<file path="src/hdl/port_pkg.sv">
// Constants, register map and carrier types of the pin-function block.
// Assumes a 32-bit APB register bus with byte addresses in the low bits.
package port_pkg;
  // Port widths
  localparam int B_W = 8;
  localparam int C_W = 7;
  localparam int D_W = 8;
  localparam int ADDR_W = 8;
  // Register byte offsets
  localparam logic [7:0] OFS_B_OUT  = 8'h00;
  localparam logic [7:0] OFS_B_DIR  = 8'h04;
  localparam logic [7:0] OFS_C_OUT  = 8'h08;
  localparam logic [7:0] OFS_C_DIR  = 8'h0C;
  localparam logic [7:0] OFS_C_MODE = 8'h10;
  localparam logic [7:0] OFS_D_OUT  = 8'h14;
  localparam logic [7:0] OFS_D_DIR  = 8'h18;
  localparam logic [7:0] OFS_D_MODE = 8'h1C;
  localparam logic [7:0] OFS_PULLUP = 8'h20;
  localparam logic [7:0] OFS_DRV_A  = 8'h24;
  localparam logic [7:0] OFS_DRV_B  = 8'h28;
  localparam logic [7:0] OFS_EDGE   = 8'h2C;
  localparam logic [7:0] OFS_STAT   = 8'h30;
  localparam logic [7:0] OFS_MASK   = 8'h34;
  localparam logic [7:0] OFS_B_IN   = 8'h38;
  localparam logic [7:0] OFS_C_IN   = 8'h3C;
  localparam logic [7:0] OFS_D_IN   = 8'h40;
  // Reset values: every pin an input, port mode
  localparam logic [7:0] DIR_B_RST  = 8'hFF;
  localparam logic [6:0] DIR_C_RST  = 7'h7F;
  localparam logic [7:0] DIR_D_RST  = 8'hFF;
  // Port c pins that own an alternate function; port c pins that may select open drain
  localparam logic [6:0] MODE_C_MASK = 7'h47;
  localparam logic [6:0] DRV_B_MASK  = 7'h60;
  // Field positions
  localparam int PU_B_BIT = 0;
  localparam int PU_C_BIT = 1;
  localparam int PU_D_BIT = 2;
  localparam int OD_A_BIT = 0;
  localparam int ST_EXT_BIT = 0;
  localparam int ST_KEY_BIT = 1;
  localparam int C_SCLK = 0;
  localparam int C_SDO  = 1;
  localparam int C_SDI  = 2;
  localparam int C_MULTI = 6;

  typedef enum logic [1:0] {
    EDGE_NONE,
    EDGE_RISE,
    EDGE_FALL,
    EDGE_BOTH
  } edge_sel_t;

  typedef struct packed {
    logic ctrl;
    logic dir_in;
    logic od;
    logic pu;
    logic latch;
    logic periph;
  } pin_cfg_t;

  typedef struct packed {
    logic out;
    logic oe;
    logic pu;
  } pin_drive_t;
endpackage

</file>
<file path="src/hdl/port_pin_function_control.sv">
// Three-group port block: per-pin direction, pull-up, drive type and
// alternate-function routing, reached over APB with two interrupt events.
// Assumes pin inputs are synchronous to pclk; the pad resolves oe/pu.
//
// Overview of operation
// - Each pin of port b is set input or output by its own direction bit.
// - A pull-up is applied to an input pin when its group's pull-up bit is set.
// - One bit picks push-pull or open drain for all port b outputs together.
// - Port c has seven pins; pins 0, 1, 2 and 6 switch between port mode and their function.
// - In port mode each port c pin takes its direction from its own bit.
// - Only port c pins 5 and 6 may select open drain, each on its own bit.
// - Control mode routes serial data in, data out and a two-way clock.
// - Control mode feeds the timer clock from its pin and drives timer out.
// - The interrupt pin raises events on rising, falling or both edges.
// - Port d has eight pins, each switchable between port and key-return mode.
// - In port mode port d pins follow their direction bits, with pull-ups.
// - In control mode port d pins are active-low key-return inputs.
// - The active-low reset returns all port logic to its initial state.
`timescale 1ns/1ps
module port_pin_function_control #(
  parameter int ADDR_W = port_pkg::ADDR_W
) (
  // APB slave
  input  wire logic              pclk,
  input  wire logic              presetn,
  input  wire logic              psel,
  input  wire logic              penable,
  input  wire logic              pwrite,
  input  wire logic [ADDR_W-1:0] paddr,
  input  wire logic [31:0]       pwdata,
  output logic [31:0]            prdata,
  output logic                   pready,
  output logic                   pslverr,
  // Port b pins
  input  wire logic [7:0]        port_b_in,
  output logic [7:0]             port_b_out,
  output logic [7:0]             port_b_oe,
  output logic [7:0]             port_b_pu,
  // Port c pins
  input  wire logic [6:0]        port_c_in,
  output logic [6:0]             port_c_out,
  output logic [6:0]             port_c_oe,
  output logic [6:0]             port_c_pu,
  // Port d pins
  input  wire logic [7:0]        port_d_in,
  output logic [7:0]             port_d_out,
  output logic [7:0]             port_d_oe,
  output logic [7:0]             port_d_pu,
  // Serial interface side
  input  wire logic              serial_clock_out,
  input  wire logic              serial_data_out,
  output logic                   serial_clock_in,
  output logic                   serial_data_in,
  // Timer side
  input  wire logic              timer_out,
  output logic                   timer_ext_clock_in,
  // Events
  output logic                   ext_irq_event,
  output logic                   key_return_event,
  output logic                   irq
);
  import port_pkg::*;

  initial begin
    if (ADDR_W < 7 || ADDR_W > 32) begin
      $error("ADDR_W must lie between 7 and 32");
    end
  end

  logic [7:0] port_b_latch_ff;
  logic [7:0] port_b_direction_reg;
  logic [6:0] port_c_latch_ff;
  logic [6:0] port_c_direction_reg;
  logic [6:0] port_c_mode_ff;
  logic [7:0] port_d_latch_ff;
  logic [7:0] port_d_direction_reg;
  logic [7:0] port_d_mode_ff;
  logic [2:0] pullup_option_reg;
  logic       drive_type_reg_a;
  logic [6:0] drive_type_reg_b;
  edge_sel_t  edge_sel_ff;
  logic [1:0] stat_ff;
  logic [1:0] mask_ff;
  logic [7:0] b_in_ff;
  logic [6:0] c_in_ff;
  logic [7:0] d_in_ff;

  logic       setup;
  logic       wr_en;
  logic [7:0] addr;
  logic [31:0] nxt_prdata;
  logic       nxt_slverr;
  logic       ext_hit;
  logic       key_hit;
  logic       key_level;
  logic [1:0] nxt_stat;

  pin_cfg_t   cfg_b [B_W];
  pin_cfg_t   cfg_c [C_W];
  pin_cfg_t   cfg_d [D_W];
  pin_drive_t drv_b [B_W];
  pin_drive_t drv_c [C_W];
  pin_drive_t drv_d [D_W];

  assign addr  = 8'(paddr);
  assign setup = psel && !penable;
  assign wr_en = psel && penable && pready && pwrite;

  // No wait state: answer is prepared in the setup cycle
  always_ff @(posedge pclk or negedge presetn) begin
    if (!presetn) begin
      pready  <= 1'b0;
      prdata  <= 32'h0000_0000;
      pslverr <= 1'b0;
    end else begin
      pready  <= setup;
      pslverr <= setup && nxt_slverr;
      if (setup && !pwrite) begin
        prdata <= nxt_prdata;
      end
    end
  end

  always_comb begin
    nxt_prdata = 32'h0000_0000;
    nxt_slverr = 1'b0;
    case (addr)
      OFS_B_OUT:  nxt_prdata[7:0] = port_b_latch_ff;
      OFS_B_DIR:  nxt_prdata[7:0] = port_b_direction_reg;
      OFS_C_OUT:  nxt_prdata[6:0] = port_c_latch_ff;
      OFS_C_DIR:  nxt_prdata[6:0] = port_c_direction_reg;
      OFS_C_MODE: nxt_prdata[6:0] = port_c_mode_ff;
      OFS_D_OUT:  nxt_prdata[7:0] = port_d_latch_ff;
      OFS_D_DIR:  nxt_prdata[7:0] = port_d_direction_reg;
      OFS_D_MODE: nxt_prdata[7:0] = port_d_mode_ff;
      OFS_PULLUP: nxt_prdata[2:0] = pullup_option_reg;
      OFS_DRV_A:  nxt_prdata[OD_A_BIT] = drive_type_reg_a;
      OFS_DRV_B:  nxt_prdata[6:0] = drive_type_reg_b;
      OFS_EDGE:   nxt_prdata[1:0] = edge_sel_ff;
      OFS_STAT:   nxt_prdata[1:0] = stat_ff;
      OFS_MASK:   nxt_prdata[1:0] = mask_ff;
      OFS_B_IN:   nxt_prdata[7:0] = b_in_ff;
      OFS_C_IN:   nxt_prdata[6:0] = c_in_ff;
      OFS_D_IN:   nxt_prdata[7:0] = d_in_ff;
      default:    nxt_slverr = 1'b1;
    endcase
  end

  // Port b configuration
  always_ff @(posedge pclk or negedge presetn) begin
    if (!presetn) begin
      port_b_latch_ff      <= 8'h00;
      port_b_direction_reg <= DIR_B_RST;
      drive_type_reg_a     <= 1'b0;
    end else if (wr_en) begin
      case (addr)
        OFS_B_OUT: port_b_latch_ff <= pwdata[7:0];
        OFS_B_DIR: port_b_direction_reg <= pwdata[7:0];
        OFS_DRV_A: drive_type_reg_a <= pwdata[OD_A_BIT];
        default: ;
      endcase
    end
  end

  // Port c configuration; mode bits exist only where a function does
  always_ff @(posedge pclk or negedge presetn) begin
    if (!presetn) begin
      port_c_latch_ff      <= 7'h00;
      port_c_direction_reg <= DIR_C_RST;
      port_c_mode_ff       <= 7'h00;
      drive_type_reg_b     <= 7'h00;
    end else if (wr_en) begin
      case (addr)
        OFS_C_OUT:  port_c_latch_ff <= pwdata[6:0];
        OFS_C_DIR:  port_c_direction_reg <= pwdata[6:0];
        OFS_C_MODE: port_c_mode_ff <= pwdata[6:0] & MODE_C_MASK;
        OFS_DRV_B:  drive_type_reg_b <= pwdata[6:0] & DRV_B_MASK;
        default: ;
      endcase
    end
  end

  // Port d configuration
  always_ff @(posedge pclk or negedge presetn) begin
    if (!presetn) begin
      port_d_latch_ff      <= 8'h00;
      port_d_direction_reg <= DIR_D_RST;
      port_d_mode_ff       <= 8'h00;
    end else if (wr_en) begin
      case (addr)
        OFS_D_OUT:  port_d_latch_ff <= pwdata[7:0];
        OFS_D_DIR:  port_d_direction_reg <= pwdata[7:0];
        OFS_D_MODE: port_d_mode_ff <= pwdata[7:0];
        default: ;
      endcase
    end
  end

  // Shared options
  always_ff @(posedge pclk or negedge presetn) begin
    if (!presetn) begin
      pullup_option_reg <= 3'h0;
      edge_sel_ff       <= EDGE_NONE;
      mask_ff           <= 2'h0;
    end else if (wr_en) begin
      case (addr)
        OFS_PULLUP: pullup_option_reg <= pwdata[2:0];
        OFS_EDGE:   edge_sel_ff <= edge_sel_t'(pwdata[1:0]);
        OFS_MASK:   mask_ff <= pwdata[1:0];
        default: ;
      endcase
    end
  end

  // Pin input sampling, read back by software
  always_ff @(posedge pclk or negedge presetn) begin
    if (!presetn) begin
      {b_in_ff, c_in_ff, d_in_ff} <= '1;
    end else begin
      {b_in_ff, c_in_ff, d_in_ff} <= {port_b_in, port_c_in, port_d_in};
    end
  end

  // Per-pin configuration; software owns direction for serial pins
  always_comb begin
    for (int i = 0; i < B_W; i++) begin
      cfg_b[i].ctrl   = 1'b0;
      cfg_b[i].dir_in = port_b_direction_reg[i];
      cfg_b[i].od     = drive_type_reg_a;
      cfg_b[i].pu     = pullup_option_reg[PU_B_BIT];
      cfg_b[i].latch  = port_b_latch_ff[i];
      cfg_b[i].periph = 1'b0;
    end
    for (int i = 0; i < C_W; i++) begin
      cfg_c[i].ctrl   = port_c_mode_ff[i];
      cfg_c[i].dir_in = port_c_direction_reg[i];
      cfg_c[i].od     = drive_type_reg_b[i];
      cfg_c[i].pu     = pullup_option_reg[PU_C_BIT];
      cfg_c[i].latch  = port_c_latch_ff[i];
      cfg_c[i].periph = 1'b0;
    end
    cfg_c[C_SCLK].periph  = serial_clock_out;
    cfg_c[C_SDO].periph   = serial_data_out;
    cfg_c[C_MULTI].periph = timer_out;
    for (int i = 0; i < D_W; i++) begin
      cfg_d[i].ctrl   = port_d_mode_ff[i];
      // Key-return pins never drive
      cfg_d[i].dir_in = port_d_direction_reg[i] || port_d_mode_ff[i];
      cfg_d[i].od     = 1'b0;
      cfg_d[i].pu     = pullup_option_reg[PU_D_BIT];
      cfg_d[i].latch  = port_d_latch_ff[i];
      cfg_d[i].periph = 1'b0;
    end
  end

  for (genvar i = 0; i < B_W; i++) begin : g_b
    pin_cell u_cell (.cfg (cfg_b[i]), .drv (drv_b[i]));
  end
  for (genvar i = 0; i < C_W; i++) begin : g_c
    pin_cell u_cell (.cfg (cfg_c[i]), .drv (drv_c[i]));
  end
  for (genvar i = 0; i < D_W; i++) begin : g_d
    pin_cell u_cell (.cfg (cfg_d[i]), .drv (drv_d[i]));
  end

  // Registered pad drive; one cycle after a register write
  always_ff @(posedge pclk or negedge presetn) begin
    if (!presetn) begin
      {port_b_out, port_b_oe, port_b_pu, port_c_out, port_c_oe, port_c_pu} <= '0;
      {port_d_out, port_d_oe, port_d_pu} <= '0;
    end else begin
      for (int i = 0; i < B_W; i++) begin
        port_b_out[i] <= drv_b[i].out;
        port_b_oe[i]  <= drv_b[i].oe;
        port_b_pu[i]  <= drv_b[i].pu;
      end
      for (int i = 0; i < C_W; i++) begin
        port_c_out[i] <= drv_c[i].out;
        port_c_oe[i]  <= drv_c[i].oe;
        port_c_pu[i]  <= drv_c[i].pu;
      end
      for (int i = 0; i < D_W; i++) begin
        port_d_out[i] <= drv_d[i].out;
        port_d_oe[i]  <= drv_d[i].oe;
        port_d_pu[i]  <= drv_d[i].pu;
      end
    end
  end

  // Serial inputs idle high and the timer clock input idles low outside control mode
  always_ff @(posedge pclk or negedge presetn) begin
    if (!presetn) begin
      {serial_clock_in, serial_data_in, timer_ext_clock_in} <= 3'h6;
    end else begin
      serial_clock_in    <= c_in_ff[C_SCLK] || !port_c_mode_ff[C_SCLK];
      serial_data_in     <= c_in_ff[C_SDI] || !port_c_mode_ff[C_SDI];
      timer_ext_clock_in <= c_in_ff[C_MULTI] && port_c_mode_ff[C_MULTI];
    end
  end

  // Low while any key-return pin is pulled low
  assign key_level = &(d_in_ff | ~port_d_mode_ff);
  edge_detect u_ext_edge (
    .clk   (pclk),
    .rst_n (presetn),
    .sig   (c_in_ff[C_MULTI] || !port_c_mode_ff[C_MULTI]),
    .sel   (edge_sel_ff),
    .hit   (ext_hit)
  );
  edge_detect u_key_edge (
    .clk   (pclk),
    .rst_n (presetn),
    .sig   (key_level),
    .sel   (EDGE_FALL),
    .hit   (key_hit)
  );
  // Sticky status; a new event wins over a same-cycle clear
  always_comb begin
    nxt_stat = stat_ff;
    if (wr_en && addr == OFS_STAT) begin
      nxt_stat = stat_ff & ~pwdata[1:0];
    end
    nxt_stat[ST_EXT_BIT] = nxt_stat[ST_EXT_BIT] || ext_hit;
    nxt_stat[ST_KEY_BIT] = nxt_stat[ST_KEY_BIT] || key_hit;
  end

  always_ff @(posedge pclk or negedge presetn) begin
    if (!presetn) begin
      {stat_ff, irq, ext_irq_event, key_return_event} <= '0;
    end else begin
      stat_ff          <= nxt_stat;
      irq              <= |(nxt_stat & mask_ff);
      ext_irq_event    <= ext_hit;
      key_return_event <= key_hit;
    end
  end
endmodule

</file>
<file path="src/hdl/pin_cell.sv">
// One pin's drive logic: output source, enable, open drain, pull-up.
// Purely combinational; the caller registers the result.
`timescale 1ns/1ps
module pin_cell (
  // Configuration
  input  port_pkg::pin_cfg_t   cfg,
  // Pin drive
  output port_pkg::pin_drive_t drv
);
  import port_pkg::*;

  logic val;

  always_comb begin
    val = cfg.ctrl ? cfg.periph : cfg.latch;
    drv.out = val;
    // Open drain only pulls low, never drives high
    drv.oe = !cfg.dir_in && (!cfg.od || !val);
    drv.pu = cfg.pu && cfg.dir_in;
  end
endmodule

</file>
<file path="src/hdl/edge_detect.sv">
// Edge detector with selectable edge and a registered one-cycle hit.
// Input is taken as synchronous to clk.
`timescale 1ns/1ps
module edge_detect (
  // Clock and reset
  input  wire logic               clk,
  input  wire logic               rst_n,
  // Sampled level and edge choice
  input  wire logic               sig,
  input  port_pkg::edge_sel_t     sel,
  // Event
  output logic                    hit
);
  import port_pkg::*;

  logic prev_ff;
  logic rise;
  logic fall;

  assign rise = sig && !prev_ff;
  assign fall = !sig && prev_ff;

  always_ff @(posedge clk or negedge rst_n) begin
    if (!rst_n) begin
      prev_ff <= 1'b1;
    end else begin
      prev_ff <= sig;
    end
  end

  always_ff @(posedge clk or negedge rst_n) begin
    if (!rst_n) begin
      hit <= 1'b0;
    end else begin
      case (sel)
        EDGE_RISE: hit <= rise;
        EDGE_FALL: hit <= fall;
        EDGE_BOTH: hit <= rise || fall;
        default:   hit <= 1'b0;
      endcase
    end
  end
endmodule

</file>
<file path="config.mk">
export PLATFORM = sky130hd
export DESIGN_NAME = port_pin_function_control
export DESIGN_NICKNAME = d
export VERILOG_FILES = /design/src/hdl/port_pkg.sv /design/src/hdl/port_pin_function_control.sv /design/src/hdl/pin_cell.sv /design/src/hdl/edge_detect.sv
export SDC_FILE = /design/constraint.sdc
export NUM_CORES = 1
export LEC_CHECK = 0
export ABC_AREA = 1
export BUFFER_PORTS_ARGS = -buffer_cell sky130_fd_sc_hd__buf_2
export CAP_MARGIN = 20
export CORE_MARGIN = 2
export CORE_UTILIZATION = 50
export CTS_BUF_LIST = sky130_fd_sc_hd__clkbuf_4 sky130_fd_sc_hd__clkbuf_8
export CTS_CLUSTER_DIAMETER = 200
export DETAILED_ROUTE_END_ITERATION = 12
export PLACE_DENSITY = 0.8
export SYNTH_ARGS = -nofsm -noshare
export SYNTH_HDL_FRONTEND = slang
export SYNTH_SLANG_ARGS = --single-unit
export TNS_END_PERCENT = 30
</file>
<file path="constraint.sdc">
create_clock -name pclk -period 1.4 [get_ports pclk]
set_clock_uncertainty 0.2 [all_clocks]
set_input_delay 0.14 -clock pclk [delete_from_list [all_inputs] [get_ports pclk]]
set_output_delay 0.14 -clock pclk [all_outputs]
set_load 0.005 [all_outputs]
</file>
==> reports/summary.log, run 1 <==
INFO  outcome        status=complete, but fails checks
INFO  outcome        violations=hold timing, setup timing
INFO  clock_network  cts_max_path_buffers=2
INFO  detailed_routing drt-initial-drc-count=466
INFO  final_layout   multi_input_comb_area=0.00265mm^2
INFO  sta            worst_pin_slew=0.650ns
INFO  clock_network  cts_tree=built
INFO  clock_network  htree_num_levels=4
INFO  detailed_routing via_per_inst=5.10
INFO  placement      placed_area=0.00868mm^2
INFO  global_routing grt_first_pass_wirelength=30.1mm
INFO  synthesis      ys.flop_type=dfrtp_1
INFO  final_layout   area.sequential=0.00462mm^2
INFO  sta            worst_case_hold_slack=-0.0552ns
INFO  sta            final_min_period_over_clock_period=108%
INFO  synthesis      synth-warning-count=0
INFO  placement      cell_total_after_placement=1127
INFO  sta            final_critical_path_setup_slack=-0.107ns
INFO  synthesis      yosysTopAreaCellShare=44.2%
INFO  placement      gpl.final_weighted_congestion=0.926
INFO  sta            relSlewSlack=56.5%
INFO  final_layout   layout-area-overhead-vs-synth=31.7%
INFO  synthesis      synth-seq-cells=182
INFO  synthesis      synth.yosys.seq_area_share=61.8%
INFO  final_layout   nFillCells=1064
INFO  synthesis      yosysTopAreaCell=dfrtp_1
INFO  synthesis      yosys.cell_types.count=30
INFO  final_layout   postLayoutCellArea=0.00985mm^2
INFO  synthesis      synth-edff-count=0
INFO  critical_path  worstSetupPathType=flip-flop to flip-flop
INFO  synthesis      ys_top_cells_by_area=dfrtp_1, dfstp_2, nand2_1
INFO  sta            timing_hold_violations_final=25
INFO  clock_network  cts.sinks=182
INFO  critical_path  endpoint_kind_of_the_worst_setup_timing_path=flip-flop
INFO  synthesis      synth_cells=773
INFO  critical_path  worstReg2RegEnd=port_d_mode_ff[3]
INFO  critical_path  critPathLaunchType=flip-flop
INFO  flow_run       cap_violations=0
INFO  sta            rsz0062_at_grt=yes
INFO  final_layout   final_nets=1084
INFO  global_routing global_route_usage_over_all_layers=24.6%
INFO  global_routing grt_antenna_before_repair=0
INFO  final_layout   final_util=67.5%
INFO  detailed_routing ant_nets=0
INFO  sta            setup-tns-final=-3.56ns
INFO  min_path       min_path_type=input port to asynchronous set/reset pin
INFO  critical_path  crit_path_max_fanout=8
INFO  final_layout   final_cell_count_no_fill=1208
INFO  synthesis      synth.avg_cell_area=9.67um^2
INFO  floorplan      io_pins=180
INFO  placement      dp_hpwl=13.3mm
INFO  placement      buffer_ports.inserted=131
INFO  global_routing grt_remaining_overflow=0
INFO  critical_path  r2r_setup_slack=-0.11ns
INFO  floorplan      core_area=0.0146mm^2
INFO  detailed_routing drcViolationCount=0
INFO  final_layout   post_route_cells_drive_above_1_share=37.1%
INFO  clock_network  cts-buffers-inserted=17
INFO  sta            maxClockFrequency=664MHz
INFO  synthesis      synth-async-reset-ratio=100%
INFO  floorplan      die-area=0.0159mm^2
INFO  pwr            pwr_density_cell=972mW/mm^2
INFO  clock_network  worstSkewPairLatency=0.47ns
INFO  detailed_routing first_pass_iters=7
INFO  sta            maxSlewViolCount=0
INFO  global_routing grt_start_max_net_pins=43
INFO  pwr            power.ir.vdd_worst=0.755mV
INFO  sta            finalWorstPathRequiredPeriod=1.51ns
INFO  detailed_routing post_dr_wirelength_cell=16.4um
INFO  sta            setup_violations=58
INFO  floorplan      die_h=126um
INFO  detailed_routing detail_route.wirelength=19.8mm
INFO  synthesis      synth.top_cells.by_count=nand2_1, dfrtp_1, inv_1
INFO  critical_path  reg2reg_from=pready
INFO  critical_path  worst_ep_arrival_time=1.65ns
INFO  floorplan      floorplan.initialDensity=51.2%
INFO  clock_network  cts_root_buffer=clkbuf_8
INFO  floorplan      die_width=126um
INFO  clock_network  cts-hold-fix-buffers=38
INFO  critical_path  required=1.54ns
INFO  global_routing grt_pass1_vias=5678
INFO  synthesis      synth_most_common_cell=nand2_1
INFO  detailed_routing route.vias.total=6161
INFO  critical_path  r2r.worst_path.cells=7
INFO  floorplan      placementRows=44
INFO  clock_network  clk_pin_slew=0.09ns
INFO  synthesis      syn_area=0.00748mm^2
INFO  final_layout   antenna-diode-count=0
INFO  pwr            leakagePower=5.00nW
## power by group
part	internal [W]	switching, W
combinational	0.000235	0.000347
sequential	0.00534	0.0000381
clock	0.00181	0.00180
## cell families (layout without fill, tap and decap cells)
group                    after synthesis  after routing  synth area share (%)
buffers and inverters                114            338                  7.95
AO/OA/AOI/OAI                         95             95                  7.23
other                                  1             24                0.0502
adder cells (fa/ha/maj)                2              2                 0.335
multiplexers                           2              2                 0.301
AND/OR/NAND/NOR                      377            381                  22.4
flip-flops                           182            182                  61.8
## per-stage QoR
step | power (W) | setup slack [ns] | hold WS, ns
after floorplan | 0.00566 | -0.113 | -0.356
after global placement | 0.00594 | -0.223 | -0.125
after detailed placement | 0.00595 | -0.279 | -0.126
after CTS | 0.00959 | -0.0592 | -0.0531
after global routing | 0.00990 | -0.161 | -0.0304
final | 0.00957 | -0.107 | -0.0552
## area by class of cell
cell class                 count  share of cell area [%]
timing repair buffer         232                    16.9
inverter                      74                    2.85
sequential                   182                    46.9
clock buffer                  25                    3.11
tap                          184                    2.34
multi-input combinational    504                    26.9
clock inverter                 7                   0.991
## placed cells by master, fill, tap and decap left out, drive strengths merged
cell	count
nand2	247
buf	194
dfrtp	132
nor2	81
o21ai	77
inv	75
dfstp	50
nand3	47
dlygate4sd3	38
clkbuf	25
conb	24
a21oi	14
nor3	4
o22ai	4
mux2	2
ha	2
clkinvlp	2
bufinv	2
nor4	2
clkinv	2
## critical path: stages, from the launching register on
cell	delay [ns]
dfrtp_1	0.36
nand2_2	0.07
nor2_4	0.18
buf_12	0.17
buf_12	0.14
nand2_8	0.09
nand2_2	0.10
o21ai_1	0.05
## routing by layer
layer,part of all wire [%],vias to the layer above,GRT usage (%)
met1,41,2949,34.7
li1,-,2862,-
met4,2.9,0,8.99
met5,0,-,0
met3,7.9,42,5.27
met2,48,308,38.1
## worst max path at each step
stage / startpoint / end / slack (ns)
after detailed placement: paddr[7] / port_d_mode_ff[0] / -0.28
after CTS: pready / port_d_mode_ff[5] / -0.06
after global routing: pready / port_d_direction_reg[2] / -0.16
after floorplan: pready / irq / -0.11
final: pready / port_d_mode_ff[3] / -0.11
after global placement: paddr[5] / prdata[7] / -0.22
## what timing repair did
item                                    4_1_cts  5_1_grt
pin swaps                                    15       14
endpoints found under the setup margin       50       84
endpoints found under the hold margin       281       25
resized for setup                            47       48
gates cloned                                  2        3
buffers inserted                              5        2
Power figures use the tool's default switching activity.
==> inputs of run 2 (changes only) <==
--- a/config.mk
+++ b/config.mk
@@ -8,6 +8,7 @@
 export ABC_AREA = 1
 export BUFFER_PORTS_ARGS = -buffer_cell sky130_fd_sc_hd__buf_2
 export CAP_MARGIN = 20
+export CORE_ASPECT_RATIO = 1.5
 export CORE_MARGIN = 2
 export CORE_UTILIZATION = 50
 export CTS_BUF_LIST = sky130_fd_sc_hd__clkbuf_4 sky130_fd_sc_hd__clkbuf_8
==> run 2 against run 1 <==
  * Sequential cell count did not move
  * The run ends with setup timing left
  * Non-clock buffer count fell by 5
  * Register-to-register slack barely moved
==> reports/summary.log, run 2 (synthesis gave the netlist of run 1 again) <==
INFO  pwr            switchingPower=0.00237W
INFO  clock_network  clk_pin_slew=0.10ns
INFO  final_layout   final_nets=1079
INFO  final_layout   nFillCells=1122
INFO  final_layout   antenna-diode-count=0
INFO  sta            final_critical_path_setup_slack=-0.113ns
INFO  clock_network  cts_tree=built
INFO  placement      buffer_ports.inserted=131
INFO  detailed_routing route.vias.total=6229
INFO  clock_network  cts_root_buffer=clkbuf_8
INFO  sta            final_min_period_over_clock_period=108%
INFO  sta            finalWorstPathRequiredPeriod=1.51ns
INFO  critical_path  critPathLaunchType=flip-flop
INFO  critical_path  critical-path-max-stage-delay=0.37ns
INFO  clock_network  cts.sinks=182
INFO  floorplan      die_width=104um
INFO  sta            setup_violations=59
INFO  pwr            leakagePower=4.99nW
INFO  clock_network  worstSkewPairLatency=0.46ns
INFO  sta            rsz0062_at_grt=yes
INFO  global_routing grt_start_max_net_pins=62
INFO  placement      dp_hpwl=13.9mm
INFO  sta            relSlewSlack=61.9%
INFO  floorplan      floorplan.initialDensity=51.2%
INFO  pwr            cellInternalPower=0.00743W
INFO  critical_path  crit_path_max_fanout=8
INFO  flow_run       cap_violations=0
INFO  clock_network  cts-buffers-inserted=17
INFO  pwr            seq_power_share=54.8%
INFO  final_layout   post_route_cells_drive_above_1_share=37.8%
INFO  critical_path  worstSetupPathType=flip-flop to flip-flop
INFO  pwr            pwr_density_cell=991mW/mm^2
INFO  critical_path  largest_delay_contributor_family_on_the_critical_path=simple AND/OR/NAND/NOR gates
INFO  detailed_routing drcViolationCount=0
INFO  critical_path  timing.critical_path.depth=7
INFO  floorplan      core_area=0.0146mm^2
INFO  final_layout   final_cell_count_no_fill=1215
INFO  floorplan      die_h=154um
INFO  critical_path  r2r.worst_path.cells=7
INFO  sta            worst_pin_slew=0.571ns
INFO  critical_path  timing.critical_path.cells=nand2_2 -> nor2_4 -> buf_4 -> buf_12 -> nand2_8 -> nand2_1 -> o21ai_0
INFO  detailed_routing ant_nets=0
INFO  min_path       min_path_type=input port to asynchronous set/reset pin
INFO  final_layout   most-common-layout-cells=nand2_1, dfrtp_1, buf_2
INFO  outcome        status=complete, but fails checks
INFO  sta            timing_hold_violations_final=0
INFO  floorplan      die-area=0.0160mm^2
INFO  clock_network  htree_num_levels=4
INFO  critical_path  critical-path-slowest-cell=dfrtp_1
INFO  detailed_routing first_pass_iters=5
INFO  critical_path  endpoint_kind_of_the_worst_setup_timing_path=flip-flop
INFO  pwr            combPwrFrac=5.9%
INFO  detailed_routing post_dr_wirelength_cell=16.9um
INFO  final_layout   postLayoutCellArea=0.00989mm^2
INFO  detailed_routing via_per_inst=5.13
INFO  pwr            power.ir.vdd_worst=0.802mV
INFO  floorplan      placementRows=54
INFO  placement      post-place-ws=-0.349ns
INFO  detailed_routing drt-initial-drc-count=485
INFO  pwr            net_switching_share_of_the_total_power=24.2%
INFO  critical_path  required=1.52ns
INFO  pwr            p_clk_share=39.2%
INFO  sta            maxClockFrequency=661MHz
INFO  critical_path  worst-path-buf-inv=2
INFO  final_layout   layout-area-overhead-vs-synth=32.3%
INFO  final_layout   multi_input_comb_area=0.00270mm^2
INFO  global_routing grt_pass1_vias=5938
INFO  sta            maxSlewViolCount=0
INFO  clock_network  cts_max_path_buffers=2
INFO  placement      gpl.final_weighted_congestion=0.966
INFO  floorplan      io_pins=180
INFO  placement      placed_area=0.00865mm^2
INFO  critical_path  worst_ep_arrival_time=1.64ns
INFO  sta            setup-tns-final=-2.55ns
INFO  detailed_routing detail_route.wirelength=20.5mm
INFO  global_routing grt_first_pass_wirelength=31.0mm
INFO  outcome        violations=setup timing
INFO  global_routing global_route_usage_over_all_layers=25.3%
INFO  final_layout   area.sequential=0.00462mm^2
INFO  final_layout   mostFrequentLayoutCell=nand2_1
INFO  global_routing grt_remaining_overflow=0
INFO  placement      cell_total_after_placement=1136
INFO  global_routing grt_antenna_before_repair=0
[run 2: worst register-to-register path: stages, from the launching register on]
cell and delay, ns:
dfrtp_1 0.37, nand2_2 0.07, nor2_4 0.15, buf_4 0.15, buf_12 0.16, nand2_8 0.10
nand2_1 0.09, o21ai_0 0.10
[run 2: cell type report]
cell class                      instances  share of cell area, %
Timing Repair Buffer                  227                   16.3
Inverter                               74                   2.83
Sequential cell                       182                   46.7
Clock inverter                         14                   1.88
Clock buffer                           18                   2.50
Tap cell                              196                   2.48
Multi-Input combinational cell        504                   27.3
[run 2: repair_timing]
action                     CTS  global route
resized for setup           30            72
setup buffers                3             4
cloned                       1             4
hold buffers                36             0
pin swaps                    8            15
setup endpoints to repair   32            83
hold endpoints to repair   272             0
[run 2: layer usage]
layer  vias up  global-route usage (%)  wire [um]
met5         -                       0          0
met4         0                    13.4        935
li1       2859                       -          -
met2       330                    45.2      11100
met3        68                    4.28       1220
met1      2972                    29.0       7230
[run 2: power by group through the flow]
stage               combinational [W]  sequential (W)  clock [W]
finish                       0.000582         0.00538    0.00385
global route                 0.000638         0.00538    0.00414
CTS                          0.000562         0.00538    0.00389
detailed placement           0.000473         0.00547          0
global placement             0.000465         0.00547          0
floorplan                    0.000192         0.00546          0
[run 2: metrics by stage]
stage	utilization, %	total power [W]	hold WS [ns]
after floorplan	-	0.00566	-0.356
after global placement	59.3	0.00594	-0.0549
after detailed placement	59.3	0.00594	-0.0553
after CTS	65.7	0.00983	0.00572
after global routing	67.8	0.0102	0.00973
final	67.8	0.00981	0.00615
[run 2: path summary, 6_finish.rpt]
path | startpoint | end | slack [ns]
min in group pclk | paddr[0] | drive_type_reg_b[6] | 0.01
worst min register to register | u_ext_edge.hit | ext_irq_event | 0.20
worst max-delay path | pready | port_d_mode_ff[4] | -0.11
worst min-delay path | presetn | port_d_oe[1] | 0.006
worst max register to register | pready | port_d_mode_ff[4] | -0.11
max in group asynchronous | presetn | c_in_ff[6] | 0.60
==> inputs of run 3 (changes only) <==
--- a/config.mk
+++ b/config.mk
@@ -10,11 +10,12 @@
 export CAP_MARGIN = 20
 export CORE_ASPECT_RATIO = 1.5
 export CORE_MARGIN = 2
-export CORE_UTILIZATION = 50
+export CORE_UTILIZATION = 55
 export CTS_BUF_LIST = sky130_fd_sc_hd__clkbuf_4 sky130_fd_sc_hd__clkbuf_8
 export CTS_CLUSTER_DIAMETER = 200
 export DETAILED_ROUTE_END_ITERATION = 12
-export PLACE_DENSITY = 0.8
+export MAX_ROUTING_LAYER = met4
+export PLACE_DENSITY = 0.84
 export SYNTH_ARGS = -nofsm -noshare
 export SYNTH_HDL_FRONTEND = slang
 export SYNTH_SLANG_ARGS = --single-unit
==> constraint.sdc (replaced) <==
create_clock -name pclk -period 1.6 [get_ports pclk]
set_clock_uncertainty 0.2 [all_clocks]
set_input_delay 0.16 -clock pclk [delete_from_list [all_inputs] [get_ports pclk]]
set_output_delay 0.16 -clock pclk [all_outputs]
set_load 0.005 [all_outputs]
==> run 3 against run 2 <==
  * The run now ends clean
  * Setup slack improved by 0.18 ns
  * Count of clock-buffer cells in the layout decreased by 1
  * First-iteration DRC count decreased by 9.3%
  * Power decreased by 16%
  * Via count decreased by 3.5%
  * Sequential power decreased by 12%
  * Register-to-register slack improved by 0.18 ns
  * Sequential cell count unchanged
==> reports/summary.log, run 3 (synthesis gave the netlist of run 1 again) <==
INFO  outcome        status=finished, final reports clean
INFO  global_routing grt_start_max_net_pins=40
INFO  clock_network  clk_pin_slew=0.10ns
INFO  detailed_routing drt-initial-drc-count=440
INFO  critical_path  worst_ep_arrival_time=1.68ns
INFO  final_layout   postLayoutCellArea=0.00932mm^2
INFO  sta            maxClockFrequency=651MHz
INFO  global_routing grt_pass1_vias=5831
INFO  detailed_routing via_per_inst=5.18
INFO  detailed_routing post_dr_wirelength_cell=15.8um
INFO  clock_network  cts_tree=built
INFO  placement      buffer_ports.inserted=131
INFO  flow_run       cap_violations=0
INFO  floorplan      die_width=99.2um
INFO  pwr            pwr_density_cell=882mW/mm^2
INFO  critical_path  r2r.worst_path.cells=5
INFO  sta            final_min_period_over_clock_period=96.0%
INFO  placement      cell_total_after_placement=1089
INFO  global_routing grt_antenna_before_repair=0
INFO  sta            timing_hold_violations_final=0
INFO  final_layout   post_route_cells_drive_above_1_share=31.0%
INFO  placement      dp_hpwl=13.4mm
INFO  detailed_routing drcViolationCount=0
INFO  floorplan      floorplan.initialDensity=55.8%
INFO  critical_path  endpoint_kind_of_the_worst_setup_timing_path=flip-flop
INFO  floorplan      io_pins=180
INFO  floorplan      die-area=0.0146mm^2
INFO  sta            setup_violations=0
INFO  placement      placed_area=0.00850mm^2
INFO  final_layout   most-common-layout-cells=nand2_1, dfrtp_1, buf_2
INFO  clock_network  cts_root_buffer=clkbuf_8
INFO  critical_path  worstSetupPathType=flip-flop to flip-flop
INFO  floorplan      core_area=0.0134mm^2
INFO  global_routing grt_remaining_overflow=0
INFO  pwr            power.ir.vdd_worst=0.600mV
INFO  pwr            net_switching_share_of_the_total_power=26.4%
INFO  critical_path  critPathLaunchType=flip-flop
INFO  pwr            cellInternalPower=0.00605W
INFO  placement      gpl.final_weighted_congestion=0.985
INFO  final_layout   final_cell_count_no_fill=1162
INFO  sta            finalWorstPathRequiredPeriod=1.54ns
INFO  critical_path  crit_path_max_fanout=2
INFO  clock_network  cts.sinks=182
INFO  clock_network  worstSkewPairLatency=0.47ns
INFO  global_routing grt_first_pass_wirelength=29.4mm
INFO  detailed_routing ant_nets=0
INFO  pwr            p_clk_share=36.9%
INFO  floorplan      placementRows=52
INFO  clock_network  htree_num_levels=4
INFO  final_layout   layout-area-overhead-vs-synth=24.6%
INFO  detailed_routing first_pass_iters=5
INFO  sta            rsz0062_at_grt=no
INFO  global_routing global_route_usage_over_all_layers=27.1%
INFO  detailed_routing detail_route.wirelength=18.4mm
INFO  detailed_routing route.vias.total=6014
INFO  sta            maxSlewViolCount=0
INFO  min_path       hold_depth=7
INFO  final_layout   final_nets=1060
INFO  critical_path  required=1.75ns
INFO  pwr            combPwrFrac=5.8%
INFO  pwr            switchingPower=0.00217W
INFO  pwr            leakagePower=4.84nW
INFO  pwr            seq_power_share=57.3%
INFO  clock_network  cts_max_path_buffers=2
INFO  clock_network  cts-buffers-inserted=17
INFO  final_layout   mostFrequentLayoutCell=nand2_1
INFO  final_layout   antenna-diode-count=0
INFO  floorplan      die_h=147um
INFO  min_path       min_path_type=input port to flip-flop
-- run 3: cell count changes in the layout (fill, tap and decap cells not counted), moves of 6 or more --
| cell | previous run | this run |
|---|---|---|
| o21ai_0 | 21 | 51 |
| nand2_2 | 30 | 7 |
| buf_4 | 50 | 33 |
| o21ai_1 | 28 | 10 |
| nand2_4 | 13 | 7 |
| o21ai_2 | 27 | 16 |
| nand2_1 | 195 | 229 |
| nand2_8 | 9 | 0 |
-- run 3: worst paths after layout --
path / startpoint / to / slack (ns)
hold reg to reg: port_c_latch_ff[3] / port_c_out[3] / 0.21
hold / removal: paddr[0] / stat_ff[1] / 0.08
setup / recovery: d_in_ff[7] / u_key_edge.hit / 0.06
min in group asynchronous: presetn / port_c_pu[2] / 0.51
setup reg to reg: d_in_ff[7] / u_key_edge.hit / 0.06
max in group asynchronous: presetn / port_b_direction_reg[3] / 0.09
-- run 3: power by group through the flow --
stage / sequential, W / combinational, W / clock (W)
4_1_cts: 0.00471 / 0.000478 / 0.00307
5_1_grt: 0.00471 / 0.000529 / 0.00329
3_3_place_gp: 0.00479 / 0.000394 / 0
6_report: 0.00471 / 0.000480 / 0.00303
2_1_floorplan: 0.00478 / 0.000167 / 0
3_5_place_dp: 0.00479 / 0.000403 / 0
-- run 3: final cells by class --
type / count / area, um^2
flip-flops and latches: 182 / 4620
clock inverters: 15 / 150
fillers: 982 / 4090
inverters: 74 / 280
repair buffers: 212 / 1470
multi-input cells: 500 / 2360
well taps: 162 / 203
clock buffers: 17 / 234
-- run 3: per-stage QoR --
stage                     hold WS, ns  setup WS (ns)  power, W  TNS (ns)  utilization [%]
final                          0.0769         0.0642   0.00822         0             69.5
after global routing            0.113        0.00317   0.00853         0             69.5
after CTS                      0.0590        0.00523   0.00826         0             69.2
after detailed placement      -0.0933         -0.113   0.00519     -1.63             63.4
after global placement         -0.100        -0.0485   0.00518    -0.438             63.4
after floorplan                -0.336         0.0802   0.00495         0                -
-- run 3: layer usage --
metal  vias to the layer above  global-route usage (%)  routed length (um)
met4                         0                    14.0                 939
met5                         -                       -                   0
li1                       2801                       -                   -
met1                      2848                    32.3                6930
met3                        61                    4.28                1180
met2                       304                    44.5                9300
-- run 3: timing repair --
action	in CTS	in global routing
setup buffers	0	2
hold endpoints to repair	259	0
hold buffers	39	0
gates resized for setup	1	5
pin swaps	0	1
endpoints found under the setup margin	1	24
-- run 3: worst max-delay path, stage by stage (launching register included) --
cell and delay [ns]:
dfstp_2 0.53, inv_1 0.06, nand2_1 0.07, o21ai_0 0.10, nor4_2 0.38, nor2_1 0.08
